## config.mk

```make
export PLATFORM = sky130hd
export DESIGN_NAME = scc_top
export DESIGN_NICKNAME = d
export VERILOG_FILES = /design/src/shared/scc_pkg.sv /design/src/rtl/scc_chopper.sv /design/src/rtl/scc_top.sv
export VERILOG_INCLUDE_DIRS = /design/src /design/src/shared
export SDC_FILE = /design/constraint.sdc
export NUM_CORES = 1
export LEC_CHECK = 0
export BUFFER_PORTS_ARGS = -buffer_cell sky130_fd_sc_hd__buf_2
export CORE_MARGIN = 2
export CORE_UTILIZATION = 35
export CTS_CLUSTER_SIZE = 16
export DETAILED_ROUTE_END_ITERATION = 16
export PLACE_DENSITY_LB_ADDON = 0.2
export SYNTH_ARGS = -nofsm -noshare
export SYNTH_HDL_FRONTEND = slang
export SYNTH_SLANG_ARGS = --single-unit
export TNS_END_PERCENT = 30
```

## constraint.sdc

```tcl
create_clock -name sys_clk_i -period 17.94 [get_ports sys_clk_i]
set_input_delay 0.897 -clock sys_clk_i [delete_from_list [all_inputs] [get_ports sys_clk_i]]
set_output_delay 0.897 -clock sys_clk_i [all_outputs]
set_load 0.005 [all_outputs]
```

## src/shared/scc_regs.svh

```systemverilog
// register map, timing counts and the behavioural overview of the stepper current chopper
// Overview of operation
// - mode pins set microstep size per step
// - fixed PWM period starts each drive phase
// - after trip, decay until period ends
// - trip ignored during blanking at drive start
// - full-scale setting caps every trip threshold
// - direct mode: phase input sets coil direction
// - decay pin low slow, high fast, floating mixed
// - over-temperature disables outputs until it clears
`ifndef SCC_REGS_SVH
`define SCC_REGS_SVH

// timing
`define SCC_CLK_PERIOD_NS 50
`define SCC_PWM_PERIOD_NS 50000
`define SCC_PWM_PERIOD_CYC ((`SCC_PWM_PERIOD_NS) / (`SCC_CLK_PERIOD_NS))
`define SCC_BLANK_NS 2000
`define SCC_BLANK_CYC (((`SCC_BLANK_NS) + (`SCC_CLK_PERIOD_NS) - 1) / (`SCC_CLK_PERIOD_NS))

// byte offsets on the register bus
`define SCC_OFF_CTRL 5'h00
`define SCC_OFF_FULL_SCALE 5'h04
`define SCC_OFF_REF_A 5'h08
`define SCC_OFF_REF_B 5'h0C
`define SCC_OFF_STATUS 5'h10

// control fields and reset values
`define SCC_CTRL_ENABLE 0
`define SCC_CTRL_INDEXER 1
`define SCC_CTRL_RST 2'h0
`define SCC_FULL_SCALE_RST 8'hFF
`define SCC_REF_RST 8'h00

// status fields
`define SCC_ST_SHUTOFF 0
`define SCC_ST_INDEXER 1
`define SCC_ST_DRIVE_A 2
`define SCC_ST_DRIVE_B 3
`define SCC_ST_INDEX_LSB 8

// indexer: 128 positions per electrical turn, 32 per quarter
`define SCC_INDEX_RST 7'h10
`define SCC_FULL_STEP 7'h20
`define SCC_RES_MAX 3'h5
`define SCC_QTR_POS 7'h20
`define SCC_QTR_LVL 6'h20

`endif

```

## src/shared/scc_pkg.sv

```systemverilog
// types shared by the stepper current chopper design
package scc_pkg;

   typedef enum logic [1:0] {
      SCC_DECAY_SLOW,
      SCC_DECAY_FAST,
      SCC_DECAY_MIXED
   } scc_decay_e;

   typedef enum logic [1:0] {
      SCC_CH_OFF,
      SCC_CH_BLANK,
      SCC_CH_DRIVE,
      SCC_CH_DECAY
   } scc_chop_e;

   // index 0 is coil A, index 1 is coil B
   typedef struct packed {
      logic step;
      logic dir;
      logic [2:0] res_sel;
      logic [1:0] phase;
      logic [1:0] decay_select_level;
      logic [1:0] decay_select_driven;
      logic [1:0] trip;
      logic over_temperature_shutoff;
   } scc_pins_s;

   typedef struct packed {
      logic enable;
      logic drive;
      logic dir;
      scc_decay_e decay;
      logic [7:0] trip_threshold;
   } scc_coil_s;

endpackage

```

## src/rtl/scc_chopper.sv

```systemverilog
// per-coil fixed-period current chopper with blanking
`include "scc_regs.svh"

module scc_chopper #(
   parameter int unsigned BLANK_CYC = `SCC_BLANK_CYC
) (
   input wire logic sys_clk_i,
   input wire logic rstn_i,
   input wire logic run_i,
   input wire logic period_start_i,
   input wire logic trip_i,
   output scc_pkg::scc_chop_e state_o,
   output logic drive_o
);

   scc_pkg::scc_chop_e state_q, state_d;
   logic [15:0] blank_q, blank_d;

   always_comb begin
      state_d = state_q;
      blank_d = blank_q;
      if (!run_i) begin
         state_d = scc_pkg::SCC_CH_OFF;
      end else if (period_start_i) begin
         state_d = scc_pkg::SCC_CH_BLANK;
         blank_d = 16'(BLANK_CYC - 1);
      end else begin
         unique case (state_q)
            scc_pkg::SCC_CH_OFF: begin
            end
            scc_pkg::SCC_CH_BLANK: begin
               // comparator not looked at here: overshoot is accepted
               if (blank_q == 16'h0000) begin
                  state_d = scc_pkg::SCC_CH_DRIVE;
               end else begin
                  blank_d = blank_q - 16'h0001;
               end
            end
            scc_pkg::SCC_CH_DRIVE: begin
               if (trip_i) begin
                  state_d = scc_pkg::SCC_CH_DECAY;
               end
            end
            scc_pkg::SCC_CH_DECAY: begin
            end
         endcase
      end
   end

   always_ff @(posedge sys_clk_i or negedge rstn_i) begin
      if (!rstn_i) begin
         state_q <= scc_pkg::SCC_CH_OFF;
         blank_q <= 16'h0000;
      end else begin
         state_q <= state_d;
         blank_q <= blank_d;
      end
   end

   assign state_o = state_q;
   assign drive_o = (state_q == scc_pkg::SCC_CH_BLANK) || (state_q == scc_pkg::SCC_CH_DRIVE);

   // consecutive drive cycles since blanking began, read only by the checks
   logic [15:0] drv_run_q, drv_run_d;
   always_comb begin
      drv_run_d = drive_o ? drv_run_q + 16'h0001 : 16'h0000;
      if (state_q == scc_pkg::SCC_CH_BLANK && blank_q == 16'(BLANK_CYC - 1)) begin
         drv_run_d = 16'h0001;
      end
   end
   always_ff @(posedge sys_clk_i or negedge rstn_i) begin
      if (!rstn_i) begin
         drv_run_q <= 16'h0000;
      end else begin
         drv_run_q <= drv_run_d;
      end
   end

   a_blank_min_drive: assert property (@(posedge sys_clk_i) disable iff (!rstn_i)
      (state_q == scc_pkg::SCC_CH_DECAY && $past(state_q) == scc_pkg::SCC_CH_DRIVE)
      |-> $past(drv_run_q) >= 16'(BLANK_CYC))
      else $error("decay entered before blanking interval ended");

   a_period_restart: assert property (@(posedge sys_clk_i) disable iff (!rstn_i)
      (run_i && period_start_i)
      |=> state_q == scc_pkg::SCC_CH_BLANK ##1 (drive_o || !$past(run_i)))
      else $error("period start did not begin a drive phase");

   a_trip_holds_decay: assert property (@(posedge sys_clk_i) disable iff (!rstn_i)
      (((state_q == scc_pkg::SCC_CH_DRIVE && trip_i) || state_q == scc_pkg::SCC_CH_DECAY)
      && run_i && !period_start_i)
      |=> state_q == scc_pkg::SCC_CH_DECAY)
      else $error("trip did not hold decay until period end");

endmodule // scc_chopper

```

## src/rtl/scc_top.sv

```systemverilog
// stepper current chopper: indexer, pwm chopping per coil, thermal cut-off, avalon-mm registers
//
// The implementer's own choices: the register addresses and the Avalon-MM interface to the registers.
`include "scc_regs.svh"

module scc_top #(
   parameter int unsigned PWM_PERIOD_CYC = `SCC_PWM_PERIOD_CYC,
   parameter int unsigned BLANK_CYC = `SCC_BLANK_CYC
) (
   input wire logic sys_clk_i,
   input wire logic rstn_i,
   input wire logic [4:0] avs_address_i,
   input wire logic avs_read_i,
   input wire logic avs_write_i,
   input wire logic [31:0] avs_writedata_i,
   input wire logic [3:0] avs_byteenable_i,
   output logic [31:0] avs_readdata_o,
   output logic avs_waitrequest_o,
   input wire scc_pkg::scc_pins_s pins_i,
   output scc_pkg::scc_coil_s coil_a_o,
   output scc_pkg::scc_coil_s coil_b_o
);

   localparam logic [7:0] SINE_TBL [0:32] = '{
      8'h00, 8'h0D, 8'h19, 8'h25, 8'h32, 8'h3E, 8'h4A, 8'h56,
      8'h62, 8'h6D, 8'h78, 8'h83, 8'h8E, 8'h98, 8'hA2, 8'hAB,
      8'hB4, 8'hBD, 8'hC5, 8'hCD, 8'hD4, 8'hDB, 8'hE1, 8'hE7,
      8'hEC, 8'hF0, 8'hF4, 8'hF7, 8'hFA, 8'hFC, 8'hFE, 8'hFF,
      8'hFF
   };

   function automatic logic [7:0] sine_level(input logic [6:0] pos);
      logic [5:0] q;
      q = {1'b0, pos[4:0]};
      if (pos[5]) begin
         q = `SCC_QTR_LVL - q;
      end
      return SINE_TBL[q];
   endfunction

   // pin synchroniser: stage one is read only by stage two
   scc_pkg::scc_pins_s pins_m_q, pins_s_q, step_prev_q;
   always_ff @(posedge sys_clk_i or negedge rstn_i) begin
      if (!rstn_i) begin
         pins_m_q <= '0;
         pins_s_q <= '0;
         step_prev_q <= '0;
      end else begin
         pins_m_q <= pins_i;
         pins_s_q <= pins_m_q;
         step_prev_q <= pins_s_q;
      end
   end

   // registers
   logic [1:0] ctrl_q, ctrl_d;
   logic [7:0] fs_q, fs_d;
   logic [7:0] ref_q [2];
   logic [7:0] ref_d [2];
   logic ack_q, ack_d;
   logic [31:0] rdata_q, rdata_d;
   logic [31:0] status;
   logic bus_req, wr_commit;

   logic run, indexer, shutoff;
   logic [1:0] chop_drive;

   assign shutoff = pins_s_q.over_temperature_shutoff;
   assign indexer = ctrl_q[`SCC_CTRL_INDEXER];
   assign run = ctrl_q[`SCC_CTRL_ENABLE] && !shutoff;

   // one wait cycle per access; commit on the edge where waitrequest is low
   assign bus_req = avs_read_i || avs_write_i;
   assign avs_waitrequest_o = bus_req && !ack_q;
   assign wr_commit = avs_write_i && ack_q && avs_byteenable_i[0];

   logic [6:0] idx_q, idx_d;
   assign status = {16'h0000, 1'b0, idx_q, 4'h0,
      chop_drive[1], chop_drive[0], indexer, shutoff};

   always_comb begin
      ack_d = bus_req && !ack_q;
      ctrl_d = ctrl_q;
      fs_d = fs_q;
      ref_d = ref_q;
      rdata_d = rdata_q;
      if (wr_commit) begin
         case (avs_address_i)
            `SCC_OFF_CTRL: ctrl_d = avs_writedata_i[1:0];
            `SCC_OFF_FULL_SCALE: fs_d = avs_writedata_i[7:0];
            `SCC_OFF_REF_A: ref_d[0] = avs_writedata_i[7:0];
            `SCC_OFF_REF_B: ref_d[1] = avs_writedata_i[7:0];
            default: begin
            end
         endcase
      end
      if (avs_read_i && !ack_q) begin
         case (avs_address_i)
            `SCC_OFF_CTRL: rdata_d = {30'h0, ctrl_q};
            `SCC_OFF_FULL_SCALE: rdata_d = {24'h0, fs_q};
            `SCC_OFF_REF_A: rdata_d = {24'h0, ref_q[0]};
            `SCC_OFF_REF_B: rdata_d = {24'h0, ref_q[1]};
            `SCC_OFF_STATUS: rdata_d = status;
            default: rdata_d = 32'h0000_0000;
         endcase
      end
   end

   always_ff @(posedge sys_clk_i or negedge rstn_i) begin
      if (!rstn_i) begin
         ack_q <= 1'b0;
         ctrl_q <= `SCC_CTRL_RST;
         fs_q <= `SCC_FULL_SCALE_RST;
         ref_q[0] <= `SCC_REF_RST;
         ref_q[1] <= `SCC_REF_RST;
         rdata_q <= 32'h0000_0000;
      end else begin
         ack_q <= ack_d;
         ctrl_q <= ctrl_d;
         fs_q <= fs_d;
         ref_q <= ref_d;
         rdata_q <= rdata_d;
      end
   end

   assign avs_readdata_o = rdata_q;

   // indexer
   logic [2:0] res;
   logic [6:0] step_size;
   logic step_rise;
   assign res = (pins_s_q.res_sel > `SCC_RES_MAX) ? `SCC_RES_MAX : pins_s_q.res_sel;
   assign step_size = `SCC_FULL_STEP >> res;
   assign step_rise = pins_s_q.step && !step_prev_q.step;

   always_comb begin
      idx_d = idx_q;
      if (step_rise && indexer && run) begin
         idx_d = pins_s_q.dir ? idx_q + step_size : idx_q - step_size;
      end
   end

   always_ff @(posedge sys_clk_i or negedge rstn_i) begin
      if (!rstn_i) begin
         idx_q <= `SCC_INDEX_RST;
      end else begin
         idx_q <= idx_d;
      end
   end

   // pwm period timer shared by both coils
   logic [15:0] per_q, per_d;
   logic period_start;
   assign period_start = (per_q == 16'h0000);
   always_comb begin
      per_d = (per_q == 16'(PWM_PERIOD_CYC - 1)) ? 16'h0000 : per_q + 16'h0001;
   end
   always_ff @(posedge sys_clk_i or negedge rstn_i) begin
      if (!rstn_i) begin
         per_q <= 16'h0000;
      end else begin
         per_q <= per_d;
      end
   end

   for (genvar g = 0; g < 2; g++) begin : g_coil
      scc_chopper #(
         .BLANK_CYC(BLANK_CYC)
      ) u_chop (
         .sys_clk_i(sys_clk_i),
         .rstn_i(rstn_i),
         .run_i(run),
         .period_start_i(period_start),
         .trip_i(pins_s_q.trip[g]),
         .state_o(),
         .drive_o(chop_drive[g])
      );
   end

   // coil outputs
   scc_pkg::scc_coil_s coil_q [2];
   scc_pkg::scc_coil_s coil_d [2];
   logic [6:0] pos [2];
   logic [7:0] level [2];
   logic [15:0] prod [2];

   always_comb begin
      pos[0] = idx_q;
      pos[1] = idx_q + `SCC_QTR_POS;
      for (int i = 0; i < 2; i++) begin
         // one scaling path: the trip threshold never exceeds full scale
         level[i] = indexer ? sine_level(pos[i]) : ref_q[i];
         prod[i] = fs_q * level[i];
         coil_d[i].trip_threshold = prod[i][15:8];
         coil_d[i].enable = run;
         coil_d[i].drive = run && chop_drive[i];
         coil_d[i].dir = indexer ? !pos[i][6] : pins_s_q.phase[i];
         if (!pins_s_q.decay_select_driven[i]) begin
            coil_d[i].decay = scc_pkg::SCC_DECAY_MIXED;
         end else if (pins_s_q.decay_select_level[i]) begin
            coil_d[i].decay = scc_pkg::SCC_DECAY_FAST;
         end else begin
            coil_d[i].decay = scc_pkg::SCC_DECAY_SLOW;
         end
      end
   end

   always_ff @(posedge sys_clk_i or negedge rstn_i) begin
      if (!rstn_i) begin
         coil_q[0] <= '{1'b0, 1'b0, 1'b0, scc_pkg::SCC_DECAY_SLOW, 8'h00};
         coil_q[1] <= '{1'b0, 1'b0, 1'b0, scc_pkg::SCC_DECAY_SLOW, 8'h00};
      end else begin
         coil_q <= coil_d;
      end
   end

   assign coil_a_o = coil_q[0];
   assign coil_b_o = coil_q[1];

   a_shutoff_disables: assert property (@(posedge sys_clk_i) disable iff (!rstn_i)
      shutoff |=> !coil_a_o.enable && !coil_b_o.enable && !coil_a_o.drive && !coil_b_o.drive)
      else $error("outputs active during over-temperature");

   a_shutoff_release: assert property (@(posedge sys_clk_i) disable iff (!rstn_i)
      ($fell(shutoff) && ctrl_q[`SCC_CTRL_ENABLE]) |=> coil_a_o.enable)
      else $error("outputs not re-enabled after over-temperature cleared");

   a_step_advance: assert property (@(posedge sys_clk_i) disable iff (!rstn_i)
      (step_rise && indexer && run && pins_s_q.dir) |=> idx_q == $past(idx_q) + $past(step_size))
      else $error("index did not advance by one microstep");

   a_phase_sets_dir: assert property (@(posedge sys_clk_i) disable iff (!rstn_i)
      !indexer |=> coil_b_o.dir == $past(pins_s_q.phase[1]))
      else $error("coil direction does not follow phase input");

   a_decay_mixed_float: assert property (@(posedge sys_clk_i) disable iff (!rstn_i)
      (!pins_s_q.decay_select_driven[0]) |=> coil_a_o.decay == scc_pkg::SCC_DECAY_MIXED)
      else $error("floating decay select did not give mixed decay");

   a_decay_fast_high: assert property (@(posedge sys_clk_i) disable iff (!rstn_i)
      (pins_s_q.decay_select_driven[1] && pins_s_q.decay_select_level[1])
      |=> coil_b_o.decay == scc_pkg::SCC_DECAY_FAST)
      else $error("high decay select did not give fast decay");

   a_full_scale_cap: assert property (@(posedge sys_clk_i) disable iff (!rstn_i)
      ##1 (coil_a_o.trip_threshold <= $past(fs_q) && coil_b_o.trip_threshold <= $past(fs_q)))
      else $error("trip threshold above full-scale setting");

   a_bus_one_wait: assert property (@(posedge sys_clk_i) disable iff (!rstn_i)
      ($rose(bus_req) || (bus_req && $past(ack_q))) |-> avs_waitrequest_o ##1 !avs_waitrequest_o)
      else $error("bus access not answered after one wait cycle");

endmodule // scc_top

```

Word-level counts from Yosys, hierarchy flattened
Memories as Yosys holds them, arrays and structs flattened.
Cells that the tools add are included.
{ "word_totals": {"out_inout_bits": 59, "inputBits": 59, "mem_bits_ro": 1024, "ff_bits": 172, "mem_count": 2} }
{ "mem_list": {"columns": ["memory", "depth", "width", "rd", "rd_ports_with_merged_regs", "write_ports", "line", "rtl"], "rows": [
  ["(no name shown)", 64, 8, 1, 0, 0, "scc_top.sv:38", "return SINE_TBL[q];"],
  ["(no name shown)", 64, 8, 1, 0, 0, "scc_top.sv:38", null]
]} }
{ "op_classes": {"multipliers": 2, "muxes": 34, "n_eq_ne": 17, "reduce_logical": 32, "n_lt_le_gt_ge": 3, "shift": 1, "addsub": 8, "bitwise_logic": 2} }
{ "ops": {"columns": ["op", "count"], "rows": [
  ["2-to-1 mux 16 bit", 7],
  ["one-hot mux 15 bit (5 select lines)", 1],
  ["zero test 16 bit", 3],
  ["2-to-1 mux 8 bit", 6],
  ["multiplier 8 x 8 -> 16 bit", 2],
  ["subtractor 16 x 1 -> 16 bit (second input constant)", 2],
  ["2-to-1 mux 2 bit", 10],
  ["adder 16 x 1 -> 16 bit (second input constant)", 1],
  ["equality test 16 x 10 -> 1 bit (second input constant)", 1],
  ["inequality test 4 bit (second input constant)", 4],
  [">= comparator 7 bit (second input constant)", 2],
  ["inverter 6 -> 7 bit", 2],
  ["2-to-1 mux 6 bit", 2],
  ["AND reduction 3 bit", 4],
  ["subtractor 6 x 5 -> 6 bit (first input constant)", 2],
  ["equality test 5 x 4 -> 1 bit (second input constant)", 2],
  ["logical AND 1 bit", 10],
  ["one-hot mux 2 bit (2 select lines)", 2],
  ["AND reduction 2 bit", 4],
  ["adder 7 x 6 -> 7 bit (second input constant)", 1],
  ["adder 7 bit", 1],
  ["2-to-1 mux 7 bit", 1],
  ["right shift 6 x 3 -> 7 bit (first input constant)", 1],
  ["subtractor 7 bit", 1],
  ["15 further kinds", 27]
]} }

Longest topological paths before layout
Gate-level depths: netlist of run 1.
{ "logic_depth": {"depth_word": 9, "mapped_depth": 32, "mapped_depth_nobuf": 29} }

By module
From an unflattened synthesis of run 1, not the netlist that was laid out.
{ "unflattened": {"hier_cells": 1256, "hier_area_um2": 12329.3} }
{ "modules_own_cells": {"columns": ["mod", "instances", "area_each_um2", "cells_each", "seq_area_each_um2"], "rows": [
  ["scc_top", 1, 10015.9, 1009, 2989.1],
  ["scc_chopper at g_coil[0].u_chop", 1, 1174.9, 130, 450.4],
  ["scc_chopper at g_coil[1].u_chop", 1, 1138.6, 117, 450.4]
]} }

Worst setup path after synthesis of run 1
Ideal clock, no wire load.
{ "synth_timing": {"path_type": "register -> register", "start": "reg idx_q[0]", "end": "reg coil_q, in the netlist coil_a_o[7]", "setup_slack_ns": 11.014, "arrival_time_ns": 6.846, "required_time_ns": 17.860, "path_stages_with_launch": 30, "period_less_slack_ns": 6.926, "path_cell_list": "dfrtp_1 > clkbuf_1 > inv_1 > ha_1 > buf_4 > nand2b_1 > xor2_1 > clkinv_1 > ha_1 > nor2_1 > a31oi_1 > o22ai_1 > o2bb2ai_1 > nor2b_1 > fa_1 > fa_1 > fa_1 > inv_1 > fa_1 > inv_1 > ha_1 > a21o_1 > a21oi_1 > o21bai_1 > a21o_1 > a21oi_1 > nor2b_1 > a311o_2 > a21oi_2 > xnor2_1"} }
{ "synth_rtl": {"columns": ["item", "line", "rtl"], "rows": [
  ["from (decl)", "scc_top.sv:77", "logic [6:0] idx_q, idx_d;"],
  ["from (signal assigned)", "scc_top.sv:145", "idx_q <= `SCC_INDEX_RST;"],
  ["from (signal assigned)", "scc_top.sv:147", "idx_q <= idx_d;"],
  ["to (signal assigned)", "scc_top.sv:213", "coil_q <= coil_d;"],
  ["to (decl)", "scc_top.sv:181", "scc_pkg::scc_coil_s coil_q [2];"]
]} }

==> flow_summary.yaml, run 1 <==
status:
  status: "complete, no violations"
clock_network:
  hold_buffers: 0
  tritoncts: "done"
  htreeDepth: 4
  cts-resized-gates: 0
  clock_path_buffers: 2
  cts_sinks: 155
  post-cts-setup-buffers: 0
  cts.reportedPaths.clkPinSlew_ns: 0.07
  root_buffer: "clkbuf_16"
  clkLatencyLatePin_ns: 0.44
  cts_buffers: 17
worst_setup_path:
  worstPathRequired_ns: 18.30
  crit_type: "register to register"
  r2r_slack_ns: 9.67
  end_kind: "register"
  arrival_ns: 8.63
  critPathLaunchType: "register"
  r2r_start: "idx_q[0]"
  crit_fanout: 26
  r2r-end: "coil_a_o[7]"
  ff2ff_path_depth: 27
global_routing:
  grt_max_degree: 94
  grt_pass1_vias: 8736
  grt_use_total: 0.164
  antenna_found_initial: 0
  overflow: 0
  grt_pass1_wl_um: 46300
pwr:
  seq_power_share: 0.439
  combPwrFrac: 0.129
  power.switching_w: 0.000246
  switching_share: 0.285
  power.total_w: 0.000865
  pwr_density_cell_nw_per_um2: 65.9
  ir_drop_mv: 0.0828
  p_leak_nw: 6.50
  cell_internal_pwr_w: 0.000619
  pwr-share-clk: 0.432
finish:
  fin_area_um2: 13100
  n_antenna_cell: 0
  finalNetCount: 1502
  drive_above_1_share: 0.138
  multiInputGateArea_um2: 7210
  fillers: 3417
  area_delta_synth_final_pct: 11.5
  final-seq-area_um2: 3890
  post_layout_nonfiller_instances: 1742
worst_hold_path:
  holdPathStages: 0
  hold_start: "pins_m_q[7]"
  hold_path_class: "register to register"
  min_to: "pins_s_q[7]"
route:
  dr.pass1.iters: 5
  route.detailed.drc: 0
  via_per_inst: 4.89
  ant_nets: 0
  drt-initial-drc-count: 344
  wire_per_inst_um: 15.5
  wl_um: 27000
  vias: 8515
logic_synthesis:
  syn_inst: 1223
  ys_dominant_reg_cell: "dfrtp_1"
  ys_types: 78
  ys.warnings.count: 0
  avgSynthCellArea_um2: 9.62
  synth_top_area_frac: 0.310
  ys_seq_area_frac: 0.330
  netlist_area_um2: 11800
  yosys.area.top_type: "dfrtp_1"
  synth_most_common_cell: "dfrtp_1"
  synth_common_cells: "dfrtp_1, inv_1, nor2_1"
  synth_edf_count: 0
  async_flop_share: 1.00
  ys_ff_latch: 155
  synth_area_leaders: "dfrtp_1, fa_1, ha_1"
sta:
  worstMarginPinSlew_ns: 0.917
  whs_ns: 0.345
  fmax_ghz: 0.121
  finalHoldViolCount: 0
  finalSetupTns_ns: 0
  rsz0062_at_grt: "no"
  relSlewSlack: 0.386
  post-route-period-util: 0.461
  skew_ns: 0.0109
  min_period_ns: 8.27
  setup_viol: 0
  drv_slew: 0
floorplan:
  design.die.area_um2: 35100
  chipHeight_um: 187
  initial_core_util: 0.353
  core-area_um2: 33400
  core.rowCount: 67
  die_w_um: 187
  io-pin-count: 118
placement:
  place_congestion: 0.866
  hpwl_um: 19700
  port_buffers: 73
  dp.cells: 1711
  postPlaceCellArea_um2: 12500
flow_run:
  max_cap_viol_count: 0
-- metal layers --
metal	share of wire	wire [um]	vias up	track usage
met1	0.50	13500	4130	0.230
li1	-	-	4229	-
met5	0	0	-	0
met4	0.0084	226	0	0.0376
met3	0.045	1210	12	0.0381
met2	0.45	12100	144	0.258
-- power groups by stage --
stage	clock (W)	sequential [W]	combinational, W
4_1_cts	0.000387	0.000380	0.000113
2_1_floorplan	0	0.000377	0.0000778
3_3_place_gp	0	0.000386	0.000112
6_report	0.000374	0.000380	0.000111
3_5_place_dp	0	0.000386	0.000113
5_1_grt	0.000401	0.000382	0.000129
-- state kept, by name, indices dropped and copies added (netlist names) --
name,flops
ack_q,1
avs_readdata_o,15
coil_a_o,12
coil_b_o,13
ctrl_q,2
fs_q,8
g_coil.u_chop.blank_q,32
g_coil.u_chop.state_o,4
idx_q,7
per_q,16
pins_m_q,14
pins_s_q,13
ref_q,16
shutoff,1
step_prev_q,1
-- final cells by class --
class / instances / share of cell area
inverter: 114 / 0.0326
timing repair buffer: 82 / 0.0335
tap: 448 / 0.0427
multi-input combinational: 912 / 0.549
clock inverter: 13 / 0.0122
clock buffer: 18 / 0.0335
sequential: 155 / 0.296
-- worst max-delay path by stage --
stage / from / to / slack (ns)
after floorplan: idx_q[0] / coil_a_o[7] / 11.01
after global placement: idx_q[0] / coil_a_o[7] / 9.78
after detailed placement: idx_q[0] / coil_a_o[7] / 9.69
after CTS: idx_q[0] / coil_a_o[7] / 9.68
after global routing: idx_q[0] / coil_a_o[7] / 9.04
final: idx_q[0] / coil_a_o[7] / 9.67
-- critical path, stage by stage (launching register included) --
cell	delay, ns
dfrtp_1	0.89
inv_1	0.39
ha_1	0.30
buf_4	0.20
nand2b_1	0.20
xor2_1	0.54
clkinv_1	0.44
nand2_1	0.22
a2bb2oi_1	0.17
a21oi_1	0.09
o22ai_1	0.64
nor2b_1	0.14
fa_1	0.53
fa_1	0.44
fa_1	0.54
inv_1	0.05
fa_1	0.52
inv_1	0.04
ha_1	0.34
a21o_1	0.19
a21oi_1	0.15
o21bai_1	0.08
a21o_1	0.19
a21oi_1	0.17
nor2b_1	0.06
a311o_2	0.38
a21oi_2	0.15
xnor2_1	0.12
-- cells in the final DEF, fill, tap and decap left out, drive strengths merged, types with 5 or more instances in the layout --
cell	instances
nor2b	37
dfrtp	146
clkinv	5
nor4	11
conb	17
xnor2	27
nor2	93
nand2b	15
or4	5
a221oi	5
nand4	10
ha	90
nor3	20
a21oi	38
nand2	90
and3	11
clkbuf	18
o31ai	12
nand3	21
o21ai	73
or3	6
a31oi	14
and2	87
buf	82
o211ai	11
mux2	35
fa	71
a21o	9
dfstp	9
xor2	31
a22oi	6
nor3b	5
inv	118
-- cells by family (layout without fill, tap and decap cells) --
family                     Yosys count  in the layout  synth area share
muxes                               39             39            0.0369
other                                1             17          0.000319
AOI/OAI and AO/OA                  215            215             0.125
xor gates and xnor gates            58             58            0.0438
DFF                                155            155             0.330
buffers and inverters              172            227            0.0623
adders and majority gates          161            161             0.216
and+or+nand+nor                    422            422             0.184
-- stage by stage --
| stage | util | setup WS [ns] |
|---|---|---|
| after floorplan | - | 11.01 |
| after global placement | 0.375 | 9.78 |
| after detailed placement | 0.375 | 9.69 |
| after CTS | 0.393 | 9.68 |
| after global routing | 0.393 | 9.04 |
| final | 0.393 | 9.67 |
(Power assumes the default switching activity.)
==> inputs of run 2 (changes only) <==
==> constraint.sdc (replaced) <==
create_clock -name sys_clk_i -period 8.6 [get_ports sys_clk_i]
set_input_delay 0.43 -clock sys_clk_i [delete_from_list [all_inputs] [get_ports sys_clk_i]]
set_output_delay 0.43 -clock sys_clk_i [all_outputs]
set_load 0.005 [all_outputs]
==> run 2 against run 1 <==
  * Count of clock-buffer cells in the layout is 2 higher
  * Sequential share of layout area is 0.087 points lower
  * Combinational power up 110%
  * Cell count up 0.52%
  * Fmax increased by 14%
  * Routed wire length up 0.33%
  * Via count grew 1.9%
  * Die area stayed put
  * Clock power increased by 100%
  * Core utilization is 0.12 points higher
  * Largest power group unchanged
==> flow_summary.yaml, run 2 (synthesis gave the netlist of run 1 again) <==
placement:
  postPlaceCellArea_um2: 12600
  dp.cells: 1717
  hpwl_um: 19800
  port_buffers: 73
  place_congestion: 0.865
worst_setup_path:
  cpPeakStageDelay_ns: 0.54
  arrival_ns: 7.59
  cp_num_cells: 28
  cpMaxStageDelayCell: "fa_1"
  crit_path_frequent_cell: "fa_1"
  endpoint: "coil_a_o[7]"
  ff2ff_path_depth: 28
  worstPathRequired_ns: 8.97
  r2r_slack_ns: 1.37
  r2r_start: "idx_q[1]"
  crit_start: "idx_q[1]"
  crit_fanout: 18
  crit_family: "adder cells"
  end_kind: "register"
  crit_buf_inv: 5
  crit_type: "register to register"
  critPathLaunchType: "register"
  r2r-end: "coil_a_o[7]"
global_routing:
  grt_pass1_wl_um: 45700
  grt_use_total: 0.163
  grt_max_degree: 99
  antenna_found_initial: 1
  grt_pass1_vias: 8578
  overflow: 0
flow_run:
  max_cap_viol_count: 0
clock_network:
  hold_buffers: 0
  cts_sinks: 155
  post-cts-setup-buffers: 0
  clock_path_buffers: 2
  cts-resized-gates: 0
  cts.reportedPaths.clkPinSlew_ns: 0.07
  htreeDepth: 4
  cts_buffers: 17
  clkLatencyLatePin_ns: 0.45
  tritoncts: "done"
  root_buffer: "clkbuf_16"
finish:
  post_layout_nonfiller_instances: 1751
  fin_area_um2: 13200
  regMostFlops: "g_coil.u_chop.blank_q"
  finalNetCount: 1508
  top_regs: "g_coil.u_chop.blank_q x32, per_q x16, ref_q x16"
  largest_reg_flops: 32
  final_common_cell: "dfrtp_1"
  drive_above_1_share: 0.142
  fillers: 3429
  layout_common_cells: "dfrtp_1, inv_1, nor2_1, nand2_1, ha_1"
  area_delta_synth_final_pct: 11.8
floorplan:
  core.rowCount: 67
  initial_core_util: 0.353
  core-area_um2: 33400
  chipHeight_um: 187
  die_w_um: 187
  design.die.area_um2: 35100
  io-pin-count: 118
sta:
  relSlewSlack: 0.362
  fmax_ghz: 0.138
  finalSetupTns_ns: 0
  setup_viol: 0
  skew_ns: 0.0105
  post-route-period-util: 0.840
  finalHoldViolCount: 0
  rsz0062_at_grt: "no"
  min_period_ns: 7.23
  worstMarginPinSlew_ns: 0.953
  drv_slew: 0
route:
  route.detailed.drc: 0
  drt-initial-drc-count: 398
  wire_per_inst_um: 15.5
  ant_nets: 0
  vias: 8678
  dr.pass1.iters: 5
  via_per_inst: 4.96
  wl_um: 27100
status:
  status: "complete, no violations"
pwr:
  ir_drop_mv: 0.160
  p_leak_nw: 6.51
  pwr_density_cell_nw_per_um2: 136
worst_hold_path:
  hold_path_class: "input port to async pin"
-- run 2: changes by cell type in the layout (fill, tap and decap cells not counted), sizes merged --
cell,delta
buf,+6
bufinv,-1
clkbuf,+2
clkinv,-2
clkinvlp,+2
diode,+2
-- run 2: cell type report --
type / count / area (um^2) / area share
Clock inverter: 12 / 131 / 0.00998
Timing Repair Buffer: 88 / 484 / 0.0368
Antenna cell: 2 / 5.00 / 0.000380
Multi-Input combinational cell: 912 / 7210 / 0.548
Inverter: 114 / 428 / 0.0325
Clock buffer: 20 / 457 / 0.0347
Sequential cell: 155 / 3890 / 0.296
Tap cell: 448 / 561 / 0.0426
-- run 2: how the worst min path moves through the flow --
| stage | startpoint | to | slack [ns] | cells past startpoint |
|---|---|---|---|---|
| 6_report | rstn_i | coil_a_o[1] | 0.08 | 1 |
| 2_1_floorplan | rstn_i | ack_q | 0.13 | 0 |
| 5_1_grt | pins_i[1] | pins_m_q[1] | 0.07 | 1 |
| 4_1_cts | pins_i[2] | pins_m_q[2] | 0.06 | 1 |
| 3_5_place_dp | pins_m_q[13] | pins_s_q[13] | 0.33 | 0 |
| 3_3_place_gp | pins_m_q[7] | pins_s_q[7] | 0.33 | 0 |
-- run 2: metrics by stage --
stage | setup slack [ns] | utilization | hold WS [ns] | total power, W
after detailed placement | 1.35 | 0.377 | 0.335 | 0.00104
final | 1.37 | 0.395 | 0.0820 | 0.00179
after global placement | 1.40 | 0.377 | 0.332 | 0.00104
after CTS | 1.35 | 0.394 | 0.0628 | 0.00182
after floorplan | 1.67 | - | 0.134 | 0.000948
after global routing | 0.829 | 0.394 | 0.0662 | 0.00189
-- run 2: routing by layer --
| metal | share of wire | GRT usage |
|---|---|---|
| met4 | 0.011 | 0.0415 |
| met3 | 0.045 | 0.0308 |
| met2 | 0.45 | 0.251 |
| met1 | 0.50 | 0.235 |
| met5 | 0 | 0 |
-- run 2: power breakdown --
group          internal (W)  switching [W]  total, W
logic             0.0000926       0.000142  0.000234
registers          0.000758      0.0000345  0.000793
clock network      0.000422       0.000336  0.000758
total               0.00127       0.000513   0.00179
==> inputs of run 3 (changes only) <==
--- a/config.mk
+++ b/config.mk
@@ -6,6 +6,7 @@
 export SDC_FILE = /design/constraint.sdc
 export NUM_CORES = 1
 export LEC_CHECK = 0
+export ABC_AREA = 1
 export BUFFER_PORTS_ARGS = -buffer_cell sky130_fd_sc_hd__buf_2
 export CORE_MARGIN = 2
 export CORE_UTILIZATION = 35
==> constraint.sdc (replaced) <==
create_clock -name sys_clk_i -period 7.1 [get_ports sys_clk_i]
set_input_delay 0.355 -clock sys_clk_i [delete_from_list [all_inputs] [get_ports sys_clk_i]]
set_output_delay 0.355 -clock sys_clk_i [all_outputs]
set_load 0.005 [all_outputs]
==> run 3 against run 2 <==
  * The flow now finishes with violations (hold timing)
  * Setup slack lost 0.91 ns
  * Non-clock buffer count grew 4
  * Sequential cell count is the same
  * Global-route usage grew 0.84 points
  * Register-to-register slack lost 0.91 ns
  * Critical path depth shrank 3
  * Combinational power grew 30%
  * Critical path type unchanged
  * Highest routed layer unchanged
==> flow_summary.yaml, run 3 <==
finish:
  drive_above_1_share: 0.108
  top_regs: "g_coil.u_chop.blank_q x32, per_q x16, ref_q x16"
  area_delta_synth_final_pct: 12.2
  n_antenna_cell: 0
  largest_reg_flops: 32
  final_common_cell: "nand2_1"
  fin_util: 0.397
  finalNetCount: 1779
  layout_common_cells: "nand2_1, inv_1, nor2_1, dfrtp_1, ha_1"
  regMostFlops: "g_coil.u_chop.blank_q"
sta:
  relSlewSlack: 0.293
  finalHoldViolCount: 14
  setup_viol: 0
  drv_slew: 0
  min_period_ns: 6.64
  fmax_ghz: 0.151
  whs_ns: -0.0174
  rsz0062_at_grt: "no"
  post-route-period-util: 0.935
  skew_ns: 0.00847
  finalSetupTns_ns: 0
  worstMarginPinSlew_ns: 1.05
route:
  dr.pass1.iters: 5
  route.detailed.drc: 0
  ant_nets: 0
  wire_per_inst_um: 14.0
  vias: 9685
  via_per_inst: 4.79
  drt-initial-drc-count: 493
  wl_um: 28300
worst_setup_path:
  crit_fanout: 11
  crit_buf_inv: 4
  worstPathRequired_ns: 7.44
  cpMaxStageDelayCell: "dfrtp_1"
  crit_family: "adder cells"
  critPathLaunchType: "register"
  cpPeakStageDelay_ns: 0.57
  arrival_ns: 6.98
  end_kind: "register"
  crit_path_frequent_cell: "nand2_1"
  crit_type: "register to register"
placement:
  place_congestion: 0.864
  hpwl_um: 21400
  port_buffers: 73
clock_network:
  clkLatencyLatePin_ns: 0.45
  root_buffer: "clkbuf_16"
  cts_sinks: 155
  htreeDepth: 4
  post-cts-setup-buffers: 0
  clock_path_buffers: 2
  cts_buffers: 17
  tritoncts: "done"
  cts.reportedPaths.clkPinSlew_ns: 0.07
logic_synthesis:
  ys_types: 54
  synthAdderAreaFrac: 0.216
  ys_ff_latch: 155
  async_flop_share: 1.00
  ys.warnings.count: 0
  ys_dominant_reg_cell: "dfrtp_1"
  yosys.area.top_type: "dfrtp_1"
  synth_top_family_by_area: "simple AND/OR/NAND/NOR gates"
  synth_area_leaders: "dfrtp_1, fa_1, ha_1"
  synthSimpleGateAreaFrac: 0.232
  synth_compound_area_frac: 0.102
  muxShareOfSynthArea: 0
  avgSynthCellArea_um2: 8.02
  synth_edf_count: 0
  syn_inst: 1474
  synth_top_area_frac: 0.309
  netlist_area_um2: 11800
  synth_most_common_cell: "nand2_1"
  ys_seq_area_frac: 0.329
  synth_common_cells: "nand2_1, inv_1, nor2_1"
  synth_xor_area_frac: 0.0215
global_routing:
  grt_use_total: 0.171
  grt_max_degree: 92
  grt_pass1_wl_um: 48900
  antenna_found_initial: 0
  overflow: 0
  grt_pass1_vias: 9791
floorplan:
  design.die.area_um2: 35300
  core.rowCount: 67
  chipHeight_um: 188
  initial_core_util: 0.354
  die_w_um: 188
  io-pin-count: 118
  core-area_um2: 33400
worst_hold_path:
  hold_path_class: "input port to async pin"
pwr:
  p_leak_nw: 6.86
  ir_drop_mv: 0.188
  pwr_density_cell_nw_per_um2: 159
flow_run:
  max_cap_viol_count: 0
status:
  violations: "hold timing"
  status: "finished, violations left"
run 3: changes by cell type after synthesis, moves of 9 or more:
cell,previous run,this run
nand2_1,90,257
nor2_1,93,221
inv_1,113,231
and2_1,86,0
nand3_1,20,70
nor2b_1,37,0
mux2_2,35,0
xnor2_1,26,4
o21ai_0,70,89
nand2b_1,15,0
a21oi_1,35,48
nand2_2,0,10
nand3_2,1,11
clkbuf_1,25,16
run 3: path summary, 6_finish.rpt:
kind                              startpoint      endpoint  slack (ns)  cells after the start
worst max-delay path                idx_q[1]   coil_a_o[7]        0.46                     25
worst min-delay path                  rstn_i   coil_a_o[5]       -0.02                      1
worst max register to register      idx_q[1]   coil_a_o[7]        0.46                     25
worst min register to register  pins_m_q[11]  pins_s_q[11]        0.35                      0
max in group asynchronous             rstn_i  pins_m_q[10]        5.73                      2
min in group sys_clk_i             pins_i[0]   pins_m_q[0]        0.03                      1
run 3: what timing repair did:
action                                 4_1_cts  5_1_grt
resized for setup                            0        0
hold buffers                                 8        2
endpoints found under the hold margin        8        2
run 3: worst register-to-register path: stages, from the launching register on:
cell       delay, ns
dfrtp_1         0.57
inv_1           0.16
ha_1            0.33
inv_2           0.13
nand2_1         0.08
nand3_2         0.11
nand2_1         0.22
ha_1            0.37
nand3_1         0.07
a22o_1          0.27
o21ai_1         0.32
nor2_1          0.12
fa_1            0.49
fa_1            0.55
fa_1            0.56
inv_1           0.06
fa_1            0.53
inv_1           0.04
ha_1            0.34
a21o_1          0.21
a31oi_1         0.28
nor2_1          0.07
a2111oi_0       0.43
nand2_1         0.11
nand2_1         0.07
nand2_1         0.04
run 3: cell families after synthesis:
| kind of cell | after synthesis |
|---|---|
| buf+inv | 282 |
| compound gates | 210 |
| simple gates | 636 |
| xor+xnor | 29 |
| other cells | 1 |
| fa+ha+maj | 161 |
| flops | 155 |
run 3: final cells by class:
cell class / instances / area (um^2)
timing repair buffer: 92 / 539
tap: 448 / 561
clock buffer: 18 / 429
multi-input combinational: 1053 / 6820
sequential: 155 / 3890
clock inverter: 14 / 115
inverter: 240 / 901
fill: 3508 / 20100
run 3: metal layers:
| metal | share of wire | vias to the layer above | global-route usage |
|---|---|---|---|
| li1 | - | 4856 | - |
| met1 | 0.48 | 4654 | 0.227 |
| met2 | 0.48 | 148 | 0.289 |
| met3 | 0.028 | 27 | 0.0262 |
| met4 | 0.016 | 0 | 0.0530 |
| met5 | 0 | - | 0 |
run 3: power by group:
part           total (W)  internal, W  switching, W
combinational   0.000304    0.0000977      0.000206
sequential      0.000941     0.000918     0.0000231
clock           0.000868     0.000455      0.000413
total            0.00211      0.00147      0.000642
run 3: stage by stage:
stage          total power (W)  cells  hold slack [ns]  cell area (um^2)  setup WS, ns
6_report               0.00211   2020          -0.0174             13300         0.458
5_1_grt                0.00224   2020          0.00471             13300        0.0842
4_1_cts                0.00215   2018         0.000129             13200         0.523
3_5_place_dp           0.00126   1978            0.335             12600         0.534
3_3_place_gp           0.00126   1978            0.332             12600         0.570
2_1_floorplan          0.00115   1490           0.0594             11900          1.22
